File: src/ncp_pkg.sv
/*
 * Package for the host-side NAND command/address port controller:
 * register map, field positions, command codes, pin timing and carriers.
 * Assumes a single 40 MHz clock; every time below is turned into cycles here.
 */
`default_nettype none
package ncp_pkg;
    // Clock and pin timing, in ns as printed
    localparam int CLK_PERIOD_NS = 25;
    localparam int T_WP_NS = 12;          // Write strobe low width
    localparam int T_CLS_NS = 12;         // Latch select and data setup
    localparam int T_WH_NS = 10;          // Strobe high hold
    localparam int T_REA_NS = 20;         // Read strobe access time
    localparam int T_WHR_NS = 60;         // Write strobe high to read strobe low
    localparam int T_WB_NS = 100;         // Write strobe high to busy, a longest time
    localparam int SYNC_STAGES = 2;       // Flops on every pin input

    // Least time in whole cycles, never below one
    function automatic int cyc_min(input int ns);
        int c;
        c = (ns + CLK_PERIOD_NS - 1) / CLK_PERIOD_NS;
        return (c < 1) ? 1 : c;
    endfunction

    localparam logic [3:0] SETUP_CYC = 4'(cyc_min(T_CLS_NS));
    localparam logic [3:0] WE_LOW_CYC = 4'(cyc_min(T_WP_NS));
    localparam logic [3:0] HIGH_CYC = 4'(cyc_min(T_WH_NS));
    localparam logic [3:0] RD_SETUP_CYC = 4'(cyc_min(T_WHR_NS));
    localparam logic [3:0] RE_LOW_CYC = 4'(cyc_min(T_REA_NS) + SYNC_STAGES);
    // Busy may appear as late as tWB, so the wait is rounded up to cover it
    localparam logic [3:0] WB_CYC = 4'(cyc_min(T_WB_NS) + SYNC_STAGES);

    // Array geometry
    localparam logic [12:0] PAGE_BYTES = 13'd4224;
    localparam int MAIN_BYTES = 4096;
    localparam int SPARE_BYTES = 128;
    localparam int PAGES_PER_BLOCK = 64;
    localparam int BLOCK_LSB = 6;

    // Command codes
    localparam logic [7:0] CMD_READ_SETUP = 8'h00;
    localparam logic [7:0] CMD_READ_CONFIRM = 8'h30;
    localparam logic [7:0] CMD_COL_OUT = 8'h05;
    localparam logic [7:0] CMD_COL_OUT_CONFIRM = 8'hE0;
    localparam logic [7:0] CMD_DATA_IN = 8'h80;
    localparam logic [7:0] CMD_PROG_CONFIRM = 8'h10;
    localparam logic [7:0] CMD_COL_IN = 8'h85;
    localparam logic [7:0] CMD_MULTI_FIRST = 8'h11;
    localparam logic [7:0] CMD_MULTI_SECOND = 8'h81;
    localparam logic [7:0] CMD_COPYBACK_READ = 8'h35;
    localparam logic [7:0] CMD_ERASE_SETUP = 8'h60;
    localparam logic [7:0] CMD_ERASE_CONFIRM = 8'hD0;
    localparam logic [7:0] CMD_ID_READ = 8'h90;
    localparam logic [7:0] CMD_STATUS = 8'h70;
    localparam logic [7:0] CMD_STATUS_MULTI = 8'h71;
    localparam logic [7:0] CMD_ECC_STATUS = 8'h7A;
    localparam logic [7:0] CMD_RESET = 8'hFF;

    // Register byte offsets
    localparam logic [7:0] REG_CTRL = 8'h00;
    localparam logic [7:0] REG_COLUMN = 8'h04;
    localparam logic [7:0] REG_PAGE = 8'h08;
    localparam logic [7:0] REG_OP = 8'h0C;
    localparam logic [7:0] REG_STATUS = 8'h10;
    localparam logic [7:0] REG_INFO = 8'h14;

    // Field positions
    localparam int CTRL_SEL_BIT = 0;
    localparam int CTRL_WPN_BIT = 1;
    localparam int OP_KIND_LSB = 8;
    localparam int STAT_ENGINE_BIT = 0;
    localparam int STAT_READY_BIT = 1;
    localparam int STAT_REFUSED_BIT = 2;
    localparam int STAT_MFAIL_BIT = 3;
    localparam int STAT_BYTE_LSB = 8;
    localparam int STAT_CMD_LSB = 16;
    localparam int INFO_PAGE_LSB = 16;
    localparam int MSTAT_FAIL_BIT = 0;

    // Reset values
    localparam logic CTRL_SEL_RESET = 1'b0;
    localparam logic CTRL_WPN_RESET = 1'b0;

    typedef enum logic [2:0] {
        NCP_K_CMD = 3'b000, NCP_K_ADDR5 = 3'b001, NCP_K_ADDR2 = 3'b010, NCP_K_ADDR3 = 3'b011,
        NCP_K_ADDR1 = 3'b100, NCP_K_WRITE = 3'b101, NCP_K_READ = 3'b110
    } ncp_kind_t;

    typedef enum logic [2:0] {
        NCP_ST_IDLE = 3'b000, NCP_ST_SETUP = 3'b001, NCP_ST_LOW = 3'b010,
        NCP_ST_HIGH = 3'b011, NCP_ST_WBUSY = 3'b100, NCP_ST_WRDY = 3'b101
    } ncp_st_t;

    typedef struct packed {
        logic cle;
        logic ale;
        logic ce_n;
        logic we_n;
        logic read_strobe_n;
        logic wp_n;
        logic [7:0] byte_port_out;
        logic byte_port_oe;
    } ncp_pin_out_t;

    typedef struct packed {
        logic ready_busy_n;
        logic [7:0] byte_port_in;
    } ncp_pin_in_t;
endpackage
`default_nettype wire

File: src/ncp_host.sv
/*
 * Host controller for a NAND command/address/data port, driven by software
 * over AHB-Lite. Each accepted write to the operation register plays one command,
 * an address group, or one data byte on the pins.
 * Assumes hclk at 40 MHz, the ready/busy line pulled up outside, and pin
 * inputs asynchronous to hclk.
 */
// The AHB-Lite slave port and the register addresses were chosen for this implementation.
`timescale 1ns/100ps
`default_nettype none
module ncp_host
    import ncp_pkg::*;
(
    // Clock, reset, enable
    input wire logic hclk,
    input wire logic hresetn,
    input wire logic hclk_en,
    // AHB-Lite slave
    input wire logic hsel,
    input wire logic [31:0] haddr,
    input wire logic [1:0] htrans,
    input wire logic hwrite,
    input wire logic [2:0] hsize,
    input wire logic [31:0] hwdata,
    input wire logic hready,
    output logic hreadyout,
    output logic [31:0] hrdata,
    output logic hresp,
    // NAND pins
    input wire ncp_pin_in_t pin_in,
    output var ncp_pin_out_t pin_out
);

    // Whole state of the controller
    typedef struct packed {
        ncp_st_t st;              // Pin sequencer state
        logic [3:0] cnt;          // Cycles left in the current phase
        logic [2:0] cyc;          // Address cycle number, 0 to 4
        ncp_kind_t kind;          // Operation being played
        logic [7:0] op_byte;      // Command or data byte
        logic sel;                // Chip select wanted by software
        logic wpn;                // Write protect level wanted
        logic [12:0] col;         // Column, mirrors device counter on reads, not on data writes
        logic [17:0] page;        // Page address
        logic [7:0] last_cmd;     // Last command sent
        logic [7:0] rd_byte;      // Last byte read
        logic refused;            // Last operation request refused
        logic ph_valid;           // AHB data phase pending
        logic ph_write;
        logic [7:0] ph_addr;
        logic [31:0] hrdata;
        logic hreadyout;
        logic rb_s1;              // Ready/busy synchroniser
        logic rb_s2;
        logic [7:0] dq_s1;        // Port input synchroniser
        logic [7:0] dq_s2;
        ncp_pin_out_t pins;
    } ncp_state_t;

    ncp_state_t q;
    ncp_state_t next_q;

    // Byte sent in a given address cycle
    function automatic logic [7:0] addr_byte(input logic [2:0] c, input logic [12:0] col,
                                             input logic [17:0] pg);
        case (c)
            3'h0: addr_byte = col[7:0];
            3'h1: addr_byte = {3'h0, col[12:8]};
            3'h2: addr_byte = pg[7:0];
            3'h3: addr_byte = pg[15:8];
            3'h4: addr_byte = {6'h00, pg[17:16]};
            default: addr_byte = 8'h00;
        endcase
    endfunction

    // Commands that the device still takes while busy
    function automatic logic busy_ok(input logic [7:0] b);
        busy_ok = (b == CMD_STATUS) || (b == CMD_STATUS_MULTI) || (b == CMD_RESET);
    endfunction

    // Commands after which the device goes busy
    function automatic logic starts_busy(input logic [7:0] b);
        starts_busy = (b == CMD_READ_CONFIRM) || (b == CMD_COPYBACK_READ) || (b == CMD_PROG_CONFIRM)
            || (b == CMD_MULTI_FIRST) || (b == CMD_ERASE_CONFIRM) || (b == CMD_RESET);
    endfunction

    // First address cycle of each address kind
    function automatic logic [2:0] first_cyc(input ncp_kind_t k);
        first_cyc = (k == NCP_K_ADDR3) ? 3'h2 : 3'h0;
    endfunction

    // Last address cycle of each address kind
    function automatic logic [2:0] last_cyc(input ncp_kind_t k);
        case (k)
            NCP_K_ADDR5: last_cyc = 3'h4;
            NCP_K_ADDR3: last_cyc = 3'h4;
            NCP_K_ADDR2: last_cyc = 3'h1;
            default: last_cyc = 3'h0;
        endcase
    endfunction

    logic is_addr;       // Current kind is an address group
    logic is_rd;         // Current kind reads the port
    logic req_go;        // Software asked for an operation
    logic req_ok;        // Request passes all checks
    ncp_kind_t req_kind;
    logic [7:0] req_byte;
    logic [7:0] cur_byte;
    logic [31:0] rd_val;
    logic dev_busy;

    // Next state
    always_comb begin
        next_q = q;
        is_addr = (q.kind == NCP_K_ADDR5) || (q.kind == NCP_K_ADDR2) || (q.kind == NCP_K_ADDR3);
        is_rd = (q.kind == NCP_K_READ);
        dev_busy = !q.rb_s2;
        req_kind = ncp_kind_t'(hwdata[OP_KIND_LSB +: 3]);
        req_byte = hwdata[7:0];
        req_go = q.ph_valid && q.ph_write && (q.ph_addr == REG_OP);
        cur_byte = (q.kind == NCP_K_ADDR1) ? q.op_byte : addr_byte(q.cyc, q.col, q.page);
        if (!is_addr && q.kind != NCP_K_ADDR1) begin
            cur_byte = q.op_byte;
        end

        // Pin synchronisers, two flops each
        next_q.rb_s1 = pin_in.ready_busy_n;
        next_q.rb_s2 = q.rb_s1;
        next_q.dq_s1 = pin_in.byte_port_in;
        next_q.dq_s2 = q.dq_s1;

        // Request checks before anything reaches the pins
        req_ok = (q.st == NCP_ST_IDLE) && q.sel;
        if (dev_busy) begin
            // Busy: status and reset only, or reading the status byte
            if (req_kind == NCP_K_CMD) begin
                req_ok = req_ok && busy_ok(req_byte);
            end else if (req_kind == NCP_K_READ) begin
                req_ok = req_ok && (q.last_cmd == CMD_STATUS || q.last_cmd == CMD_STATUS_MULTI);
            end else begin
                req_ok = 1'b0;
            end
        end
        if (req_kind == NCP_K_WRITE && !q.wpn) begin
            req_ok = 1'b0;
        end
        if (q.col >= PAGE_BYTES && (req_kind == NCP_K_ADDR5 || req_kind == NCP_K_ADDR2)) begin
            req_ok = 1'b0;
        end
        if (req_kind > NCP_K_READ) begin
            req_ok = 1'b0;
        end

        // Register writes in the AHB data phase
        if (q.ph_valid && q.ph_write) begin
            case (q.ph_addr)
                REG_CTRL: begin
                    // Dropping select while busy has no effect on the device
                    next_q.sel = hwdata[CTRL_SEL_BIT];
                    next_q.wpn = hwdata[CTRL_WPN_BIT];
                end
                REG_COLUMN: next_q.col = hwdata[12:0];
                REG_PAGE: next_q.page = hwdata[17:0];
                REG_OP: begin
                    next_q.refused = !req_ok;
                    if (req_ok) begin
                        next_q.kind = req_kind;
                        next_q.op_byte = req_byte;
                        next_q.cyc = first_cyc(req_kind);
                        next_q.st = NCP_ST_SETUP;
                        // Reads wait out the write-to-read gap; the first setup edge
                        // only puts the pins out, so the strobe never moves with them
                        next_q.cnt = (req_kind == NCP_K_READ) ? RD_SETUP_CYC : SETUP_CYC;
                    end
                end
                default: begin
                    // Unmapped or read-only: ignored
                end
            endcase
        end
        next_q.pins.ce_n = !next_q.sel;
        next_q.pins.wp_n = next_q.wpn;

        // Pin sequencer
        case (q.st)
            NCP_ST_IDLE: begin
                next_q.pins.we_n = 1'b1;
                next_q.pins.read_strobe_n = 1'b1;
                next_q.pins.byte_port_oe = 1'b0;
            end
            NCP_ST_SETUP: begin
                // Latch selects and data settle with strobes high
                next_q.pins.cle = (q.kind == NCP_K_CMD);
                next_q.pins.ale = is_addr || (q.kind == NCP_K_ADDR1);
                next_q.pins.byte_port_out = cur_byte;
                next_q.pins.byte_port_oe = !is_rd;
                if (q.cnt != 4'h0) begin
                    next_q.cnt = q.cnt - 4'h1;
                end else begin
                    next_q.st = NCP_ST_LOW;
                    if (is_rd) begin
                        next_q.pins.read_strobe_n = 1'b0;
                        next_q.col = q.col + 13'h1;
                        next_q.cnt = RE_LOW_CYC - 4'h1;
                    end else begin
                        next_q.pins.we_n = 1'b0;
                        next_q.cnt = WE_LOW_CYC - 4'h1;
                    end
                end
            end
            NCP_ST_LOW: begin
                if (q.cnt != 4'h0) begin
                    next_q.cnt = q.cnt - 4'h1;
                end else begin
                    // Rising strobe: device latches, or the read byte is in
                    next_q.pins.we_n = 1'b1;
                    next_q.pins.read_strobe_n = 1'b1;
                    if (is_rd) begin
                        next_q.rd_byte = q.dq_s2;
                    end
                    if (q.kind == NCP_K_CMD) begin
                        next_q.last_cmd = q.op_byte;
                    end
                    next_q.st = NCP_ST_HIGH;
                    next_q.cnt = HIGH_CYC - 4'h1;
                end
            end
            NCP_ST_HIGH: begin
                if (q.cnt != 4'h0) begin
                    next_q.cnt = q.cnt - 4'h1;
                end else if (is_addr && q.cyc != last_cyc(q.kind)) begin
                    // Next cycle of the address group
                    next_q.cyc = q.cyc + 3'h1;
                    next_q.st = NCP_ST_SETUP;
                    // New byte settles a full cycle before the strobe falls
                    next_q.cnt = SETUP_CYC;
                end else if (q.kind == NCP_K_CMD && starts_busy(q.op_byte)) begin
                    next_q.st = NCP_ST_WBUSY;
                    next_q.cnt = WB_CYC - 4'h1;
                end else begin
                    next_q.st = NCP_ST_IDLE;
                    next_q.pins.cle = 1'b0;
                    next_q.pins.ale = 1'b0;
                    next_q.pins.byte_port_oe = 1'b0;
                end
            end
            NCP_ST_WBUSY: begin
                // Busy may not show yet; do not trust ready too early
                next_q.pins.cle = 1'b0;
                next_q.pins.byte_port_oe = 1'b0;
                if (q.cnt != 4'h0) begin
                    next_q.cnt = q.cnt - 4'h1;
                end else begin
                    next_q.st = NCP_ST_WRDY;
                end
            end
            NCP_ST_WRDY: begin
                // Strobes stay high until ready is back
                if (q.rb_s2) begin
                    next_q.st = NCP_ST_IDLE;
                end
            end
            default: next_q.st = NCP_ST_IDLE;
        endcase

        // AHB address phase; read data prepared for the data phase
        rd_val = 32'h0000_0000;
        case (haddr[7:0])
            REG_CTRL: rd_val = {30'h0, q.wpn, q.sel};
            REG_COLUMN: rd_val = {19'h0, q.col};
            REG_PAGE: rd_val = {14'h0, q.page};
            REG_OP: rd_val = {21'h0, q.kind, q.op_byte};
            REG_STATUS: begin
                rd_val[STAT_ENGINE_BIT] = (q.st != NCP_ST_IDLE);
                rd_val[STAT_READY_BIT] = q.rb_s2;
                rd_val[STAT_REFUSED_BIT] = q.refused;
                rd_val[STAT_MFAIL_BIT] = (q.last_cmd == CMD_STATUS_MULTI) && q.rd_byte[MSTAT_FAIL_BIT];
                rd_val[STAT_BYTE_LSB +: 8] = q.rd_byte;
                rd_val[STAT_CMD_LSB +: 8] = q.last_cmd;
            end
            REG_INFO: rd_val = {10'h0, q.page[BLOCK_LSB - 1:0], 4'h0, q.page[17:BLOCK_LSB]};
            default: rd_val = 32'h0000_0000;
        endcase
        next_q.ph_valid = hsel && hready && htrans[1];
        next_q.ph_write = hwrite;
        next_q.ph_addr = {haddr[7:2], 2'b00};
        if (hsel && hready && htrans[1] && !hwrite) begin
            next_q.hrdata = rd_val;
        end
        next_q.hreadyout = 1'b1;
    end

    // State register, frozen while the enable is low
    always_ff @(posedge hclk or negedge hresetn) begin
        if (!hresetn) begin
            q <= '0;
            q.st <= NCP_ST_IDLE;
            q.kind <= NCP_K_CMD;
            q.sel <= CTRL_SEL_RESET;
            q.wpn <= CTRL_WPN_RESET;
            q.last_cmd <= CMD_READ_SETUP;
            q.pins.ce_n <= 1'b1;
            q.pins.we_n <= 1'b1;
            q.pins.read_strobe_n <= 1'b1;
        end else if (hclk_en) begin
            q <= next_q;
        end
    end

    // Outputs straight from flops, hresp tied low
    assign pin_out = q.pins;
    assign hrdata = q.hrdata;
    assign hreadyout = q.hreadyout;
    assign hresp = 1'b0;

    // Checks on the pin sequence
    property p_latch_excl;
        @(posedge hclk) disable iff (!hresetn || !hclk_en) !(q.pins.cle && q.pins.ale);
    endproperty
    a_latch_excl: assert property (p_latch_excl) else $error("Both latch selects high");

    property p_busy_strobe;
        @(posedge hclk) disable iff (!hresetn || !hclk_en)
            $fell(q.pins.we_n) && !q.rb_s2 |-> q.pins.cle && busy_ok(q.pins.byte_port_out);
    endproperty
    a_busy_strobe: assert property (p_busy_strobe) else $error("Write strobe while busy");

    property p_data_wp;
        @(posedge hclk) disable iff (!hresetn || !hclk_en)
            $fell(q.pins.we_n) && !q.pins.cle && !q.pins.ale |-> q.pins.wp_n;
    endproperty
    a_data_wp: assert property (p_data_wp) else $error("Data input with protect low");

    property p_read_hiz;
        @(posedge hclk) disable iff (!hresetn || !hclk_en) !q.pins.read_strobe_n |-> !q.pins.byte_port_oe;
    endproperty
    a_read_hiz: assert property (p_read_hiz) else $error("Port driven during read");

    property p_col_step;
        @(posedge hclk) disable iff (!hresetn || !hclk_en)
            $fell(q.pins.read_strobe_n) |-> q.col == $past(q.col) + 13'h1;
    endproperty
    a_col_step: assert property (p_col_step) else $error("Column not advanced");

    property p_addr_layout;
        @(posedge hclk) disable iff (!hresetn || !hclk_en)
            $fell(q.pins.we_n) && q.pins.ale && q.kind != NCP_K_ADDR1 |->
                (q.cyc != 3'h1 || q.pins.byte_port_out[7:5] == 3'h0)
                && (q.cyc != 3'h4 || q.pins.byte_port_out[7:2] == 6'h00);
    endproperty
    a_addr_layout: assert property (p_addr_layout) else $error("Address cycle layout wrong");

    property p_we_pulse;
        @(posedge hclk) disable iff (!hresetn || !hclk_en) $fell(q.pins.we_n) |=> q.pins.we_n;
    endproperty
    a_we_pulse: assert property (p_we_pulse) else $error("Write strobe width wrong");

    property p_confirm_wait;
        @(posedge hclk) disable iff (!hresetn || !hclk_en)
            $rose(q.pins.we_n) && q.pins.cle && q.pins.byte_port_out == CMD_READ_CONFIRM
                |-> ##1 q.st == NCP_ST_WBUSY;
    endproperty
    a_confirm_wait: assert property (p_confirm_wait) else $error("No busy wait after read confirm");

    property p_rdy_quiet;
        @(posedge hclk) disable iff (!hresetn || !hclk_en)
            q.st == NCP_ST_WRDY |-> q.pins.we_n && q.pins.read_strobe_n;
    endproperty
    a_rdy_quiet: assert property (p_rdy_quiet) else $error("Strobe while waiting for ready");

    property p_whr_gap;
        @(posedge hclk) disable iff (!hresetn || !hclk_en) $rose(q.pins.we_n) |-> q.pins.read_strobe_n [*3];
    endproperty
    a_whr_gap: assert property (p_whr_gap) else $error("Read too soon after write");

    c_wait_ready: cover property (@(posedge hclk) disable iff (!hresetn) q.st == NCP_ST_WRDY ##1 q.st == NCP_ST_IDLE);
    c_read_byte: cover property (@(posedge hclk) disable iff (!hresetn) $fell(q.pins.read_strobe_n));
    c_refused: cover property (@(posedge hclk) disable iff (!hresetn) $rose(q.refused));
    c_addr5: cover property (@(posedge hclk) disable iff (!hresetn) $fell(q.pins.we_n) && q.pins.ale && q.cyc == 3'h4);

endmodule
`default_nettype wire

File: config.mk
export PLATFORM = sky130hd
export DESIGN_NAME = ncp_host
export DESIGN_NICKNAME = d
export VERILOG_FILES = /design/src/ncp_pkg.sv /design/src/ncp_host.sv
export SDC_FILE = /design/constraint.sdc
export NUM_CORES = 1
export LEC_CHECK = 0
export ABC_AREA = 1
export CORE_ASPECT_RATIO = 1.1
export CORE_MARGIN = 2
export CORE_UTILIZATION = 60
export DETAILED_ROUTE_END_ITERATION = 10
export DONT_BUFFER_PORTS = 1
export GPL_TIMING_DRIVEN = 0
export PLACE_DENSITY_LB_ADDON = 0.25
export RECOVER_POWER = 100
export SLEW_MARGIN = 20
export SYNTH_ARGS = -nofsm -noshare
export SYNTH_HDL_FRONTEND = slang
export SYNTH_SLANG_ARGS = --single-unit
File: constraint.sdc
create_clock -name hclk -period 2.2 [get_ports hclk]
set_input_delay 0.11 -clock hclk [delete_from_list [all_inputs] [get_ports hclk]]
set_output_delay 0.11 -clock hclk [all_outputs]
set_load 0.005 [all_outputs]
# Word-level counts from Yosys, hierarchy flattened
# Index checks and enable logic that the tools add are counted.
# totals
reg_bits,136
latchBits,0
mem_bits_rw,0
rom_bits,0
inputBits,84
out_inout_bits,49
word_cells,197
n_memories,0
# classes
n_addsub,3
n_mul,0
div,0
magnitude_cmp,2
n_eq_ne,47
n_shift,0
mux,58
bitwise,1
reduce_logical,58
# op_table
operator,count
16-bit case mux with 5 select lines,1
54-bit two-way mux,1
13-bit two-way mux,4
21-bit two-way mux,2
8-bit case mux with 5 select lines,1
3-bit two-way mux,11
8-bit by 5-bit equality test with 1-bit output (second input constant),4
8-bit by 7-bit equality test with 1-bit output (second input constant),4
4-bit case mux with 4 select lines,2
5-bit AND reduction,5
3-bit by 2-bit equality test with 1-bit output (second input constant),8
8-bit equality test (second input constant),3
4-bit case mux with 6 select lines,1
3-bit equality test (second input constant),7
4-bit two-way mux,5
18-bit two-way mux,1
2-bit two-way mux,9
3-bit case mux with 6 select lines,1
8-bit by 4-bit equality test with 1-bit output (second input constant),2
8-bit by 6-bit equality test with 1-bit output (second input constant),2
8-bit zero test,2
8-bit two-way mux,2
2-bit inequality test (second input constant),7
13-bit by 1-bit adder with 13-bit output (second input constant),1
other kinds (28),83

# Longest topological paths before layout
# depth
depth_word,16
depth_mapped,13
mapped_depth_nobuf,13

# Worst setup path after synthesis
# No wires, ideal clock.
# synth_path
path_type,reg2reg
startpoint,register q[140] (netlist name)
endpoint,register q[120] (netlist name)
setup_ns,0.126
arrival_time_ns,1.488
required_time_ns,2.074
path_slack_ns,0.586
stages_incl_launch_ff,10
n_path_buf,0
period_less_slack_ns,1.614
cell_sequence,dfrtp_1 > inv_1 > ha_1 > nand2_2 > nor3_4 > inv_2 > a21oi_2 > o21ai_1 > nand3_1 > o21ai_1
# synth_between
elab_chain_len,3
# synth_lines
item,line,source
"start, declared",ncp_host.sv:60,ncp_state_t q;
"start signal, assigned",ncp_host.sv:306,q <= next_q;
4-bit nonzero test,ncp_host.sv:197,if (q.cnt != 4'h0) begin
13-bit two-way mux,ncp_host.sv:197,
13-bit two-way mux,ncp_host.sv:185,case (q.st)
# Every way passes these cells.
# A chain may end at the register's enable or synchronous reset.

# Worst setup path in the final report
# layout_path
startpoint,register q[137] (netlist name)
endpoint,"register q, in the netlist pin_out[2]"
# layout_between
elab_chain_len,4
elab_cells_between_ends,8
cone_classes,eq/ne: 4; mux: 3; reduce/logical: 1
# layout_lines
item,line,source
"3-bit equality test, or another cell as far along",ncp_host.sv:66,case (c)
8-bit case mux with 5 select lines (*),ncp_host.sv:66,
8-bit two-way mux (*),ncp_host.sv:121,"cur_byte = (q.kind == NCP_K_ADDR1) ? q.op_byte : addr_byte(q.cyc, q.col, q.page);"
8-bit two-way mux (*),ncp_host.sv:122,if (!is_addr && q.kind != NCP_K_ADDR1) begin
# Every way passes the cells marked *; elsewhere a longest branch is shown, timed or not.

==> metrics.csv <==
stage;metric;value;unit
logic_synthesis;avgSynthCellArea;7.721;um^2
logic_synthesis;ys_ff_latch;136;
clocking;cts_root_buffer;clkbuf_16;
logic_synthesis;yosysTopAreaCell;dfrtp_1;
final_layout;nets;1147;
drt;routed_wl;22.74;mm
drt;drt_iter0_drc;856;
critical_path;crit_top_cell;ha_1;
critical_path;worstPathArrival;2330;ps
critical_path;slowest_stage;o31ai_1;
clocking;numCtsBuffers;17;
floorplan;row_count;43;
floorplan;dieArea;13630;um^2
timing;finalCritPeriodShare;93.03;%
timing;setup_tns;0;ps
logic_synthesis;synth_top_area_share;43.63;%
floorplan;pin_count;133;
timing;clock_skew;7.036;ps
timing;final-max-slew-violation-count;0;
placed_design;gp_congestion;0.9758;
grt;grt_pass1_vias;6701;
critical_path;endpoint_kind;flip-flop;
timing;tightestPinTransition;617.0;ps
placed_design;port_buffers;0;
logic_synthesis;ys_seq_area_share;44.66;%
timing;timing.hold.ws;-624.9;ps
power_and_ir_drop;power.leakage;0.004261;uW
grt;grt_use_total;34.53;%
critical_path;crit_path_start_kind;flip-flop;
power_and_ir_drop;power.density;782.4;nW/um^2
logic_synthesis;ys_async_sr_fraction;100.0;%
logic_synthesis;yosysWarnings;0;
timing;rsz0062_at_grt;false;
critical_path;critPathRequiredTime;2490;ps
clocking;path_clk_slew;60;ps
drt;drc;0;
clocking;clock-sinks;136;
hold_path;min_path_type;input pin to asynchronous set/reset pin;
placed_design;place_ws;205.9;ps
final_layout;areaGrowthSynthToFinish;15.71;%
floorplan;die_w;111.5;um
floorplan;dieHeight;122.3;um
power_and_ir_drop;vdd_drop_max;0.5684;mV
timing;setup_viol;0;
critical_path;critPathKind;flip-flop to flip-flop;
clocking;clkLatencyLatePin;430;ps
critical_path;max_stage_delay;450;ps
final_layout;finalInstanceArea;8827;um^2
timing;fin_ws;153.3;ps
logic_synthesis;synthFlopType;dfrtp_1;
timing;hold_viol;136;
timing;fin_crit;2047;ps
floorplan;start_util;60.85;%
drt;antenna_left;0;
timing;slew_headroom;58.87;%
grt;antenna_found_initial;1;
critical_path;rr_startpoint;q[137];
logic_synthesis;synth.distinct_cells;48;
placed_design;place_area;7855;um^2
drt;post_drt_wl_per_cell;18.58;um
clocking;cts.path.max_buffers;2;
critical_path;cp-startpoint;q[137];
drt;vias;7172;
critical_path;cp_cell_sequence;ha_1 -> ha_1 -> inv_1 -> o21ai_0 -> o31ai_1 -> a21oi_1;
outcome;failed_checks;hold timing;
floorplan;design.core.area;12540;um^2
logic_synthesis;syn_inst;988;
grt;grt_pass1_wl;35.96;mm
drt;vias_per_cell;5.859;
logic_synthesis;synth_edf_count;0;
drt;dr.pass1.iters;5;
clocking;htreeDepth;4;
logic_synthesis;syn_area;7629;um^2
grt;grt_max_degree;137;
job;drv_cap;0;
final_layout;drive_gt1_share;10.69;%
outcome;status;finished, violations left;
timing;max_freq;488.6;MHz
grt;grt.overflow.total;0;
clocking;cts-hold-fix-buffers;36;
critical_path;critPathMaxFanout;8;
clocking;cts_tree;done;
logic_synthesis;synth_area_leaders;dfrtp_1, nand2_1, o21ai_0;
placed_design;hpwl;16.07;mm
repair_timing:
item | in CTS | in global routing
setup buffers | 0 | 3
endpoints found under the hold margin | 188 | 136
gates resized for setup | 0 | 0
endpoints found under the setup margin | 0 | 1
cells in the final DEF, fill, tap and decap left out, types with 6 or more instances in the layout:
cell type	Yosys	final
o211ai_1	14	14
buf_4	51	16
dfrtp_1	133	133
clkbuf_1	13	21
nor3_1	10	10
nor2_1	68	70
clkbuf_16	0	17
conb_1	1	9
nand2_1	248	248
xor2_1	6	6
clkbuf_4	0	36
a21oi_1	47	47
o21ai_1	25	10
inv_1	109	111
nand3_1	42	43
o21ai_0	101	116
nand4_1	11	11
ha_1	9	9
o22ai_1	28	28
dlygate4sd3_1	0	36
worst max-delay path: cells and delay by family, from the launching register on:
family / cells / cell delay, ps
buffers and inverters: 1 / 230
adders and majority gates: 2 / 430
DFF: 1 / 430
AOI/OAI and AO/OA: 3 / 810
where the power goes:
| part | total (uW) | internal, uW | switching, uW | leakage (uW) |
|---|---|---|---|---|
| clock network | 2990 | 1870 | 1120 | 0.000292 |
| registers | 2900 | 2720 | 172 | 0.00170 |
| logic | 1020 | 418 | 598 | 0.00227 |
| total | 6910 | 5010 | 1900 | 0.00426 |
final timing paths:
kind                       cells after the start  slack [ps]    endpoint
setup / recovery                               6         150  pin_out[2]
hold / removal                                 0        -620       q[21]
setup reg to reg                               6         150  pin_out[2]
hold reg to reg                                2         470  next_q[16]
max in group asynchronous                      0        2600      q[135]
min in group hclk                              4          10      q[138]
routing by layer:
metal / global-route usage, % / up-vias / routed length (um)
li1: - / 3322 / -
met1: 45.28 / 3323 / 9119
met2: 54.57 / 427 / 10310
met3: 6.123 / 100 / 1902
met4: 20.22 / 0 / 1406
met5: 0 / - / 0
logic make-up after synthesis:
logic type               Yosys count  share of synthesized area (%)
AND/OR/NAND/NOR                  400                          22.39
AO/OA/AOI/OAI                    231                          16.68
buffers and inverters            195                          12.66
flip-flops                       136                          44.66
adder cells (fa/ha/maj)            9                          1.476
XOR/XNOR                           8                         0.9185
multiplexers                       8                          1.164
other                              1                        0.04916
cell type report:
cell class | instances | area, um^2
Sequential cell | 136 | 3407
Fill cell | 1061 | 3709
Inverter | 116 | 435.4
Buffer | 79 | 521.8
Clock inverter | 10 | 143.9
Antenna cell | 1 | 2.502
Tap cell | 157 | 196.4
Timing Repair Buffer | 39 | 379.1
Clock buffer | 21 | 470.5
Multi-Input combinational cell | 665 | 3271
registers in the layout (all words and copies together), names as in the netlist:
name / flops
hrdata: 24
hreadyout: 1
next_q: 9
pin_out: 15
q: 87
synthesized netlist by cell type (all sizes together) (13+ instances only):
| library cell | count |
|---|---|
| nor2 | 74 |
| nand2 | 250 |
| o211ai | 14 |
| buf | 66 |
| nand3 | 46 |
| o21ai | 126 |
| dfrtp | 133 |
| inv | 115 |
| nor3 | 14 |
| clkbuf | 13 |
| o22ai | 28 |
| a21oi | 48 |
metrics by stage:
stage,cells,hold WS [ps],utilization (%),power [uW]
6_report,1224,-624.9,70.42,6906
2_1_floorplan,996,-185.6,-,3654
4_1_cts,1220,-632.3,70.44,6908
3_5_place_dp,1153,-183.7,62.66,3885
3_3_place_gp,1153,-183.4,62.66,3860
5_1_grt,1224,-639.1,70.42,7195
(Power assumes the default switching activity.)
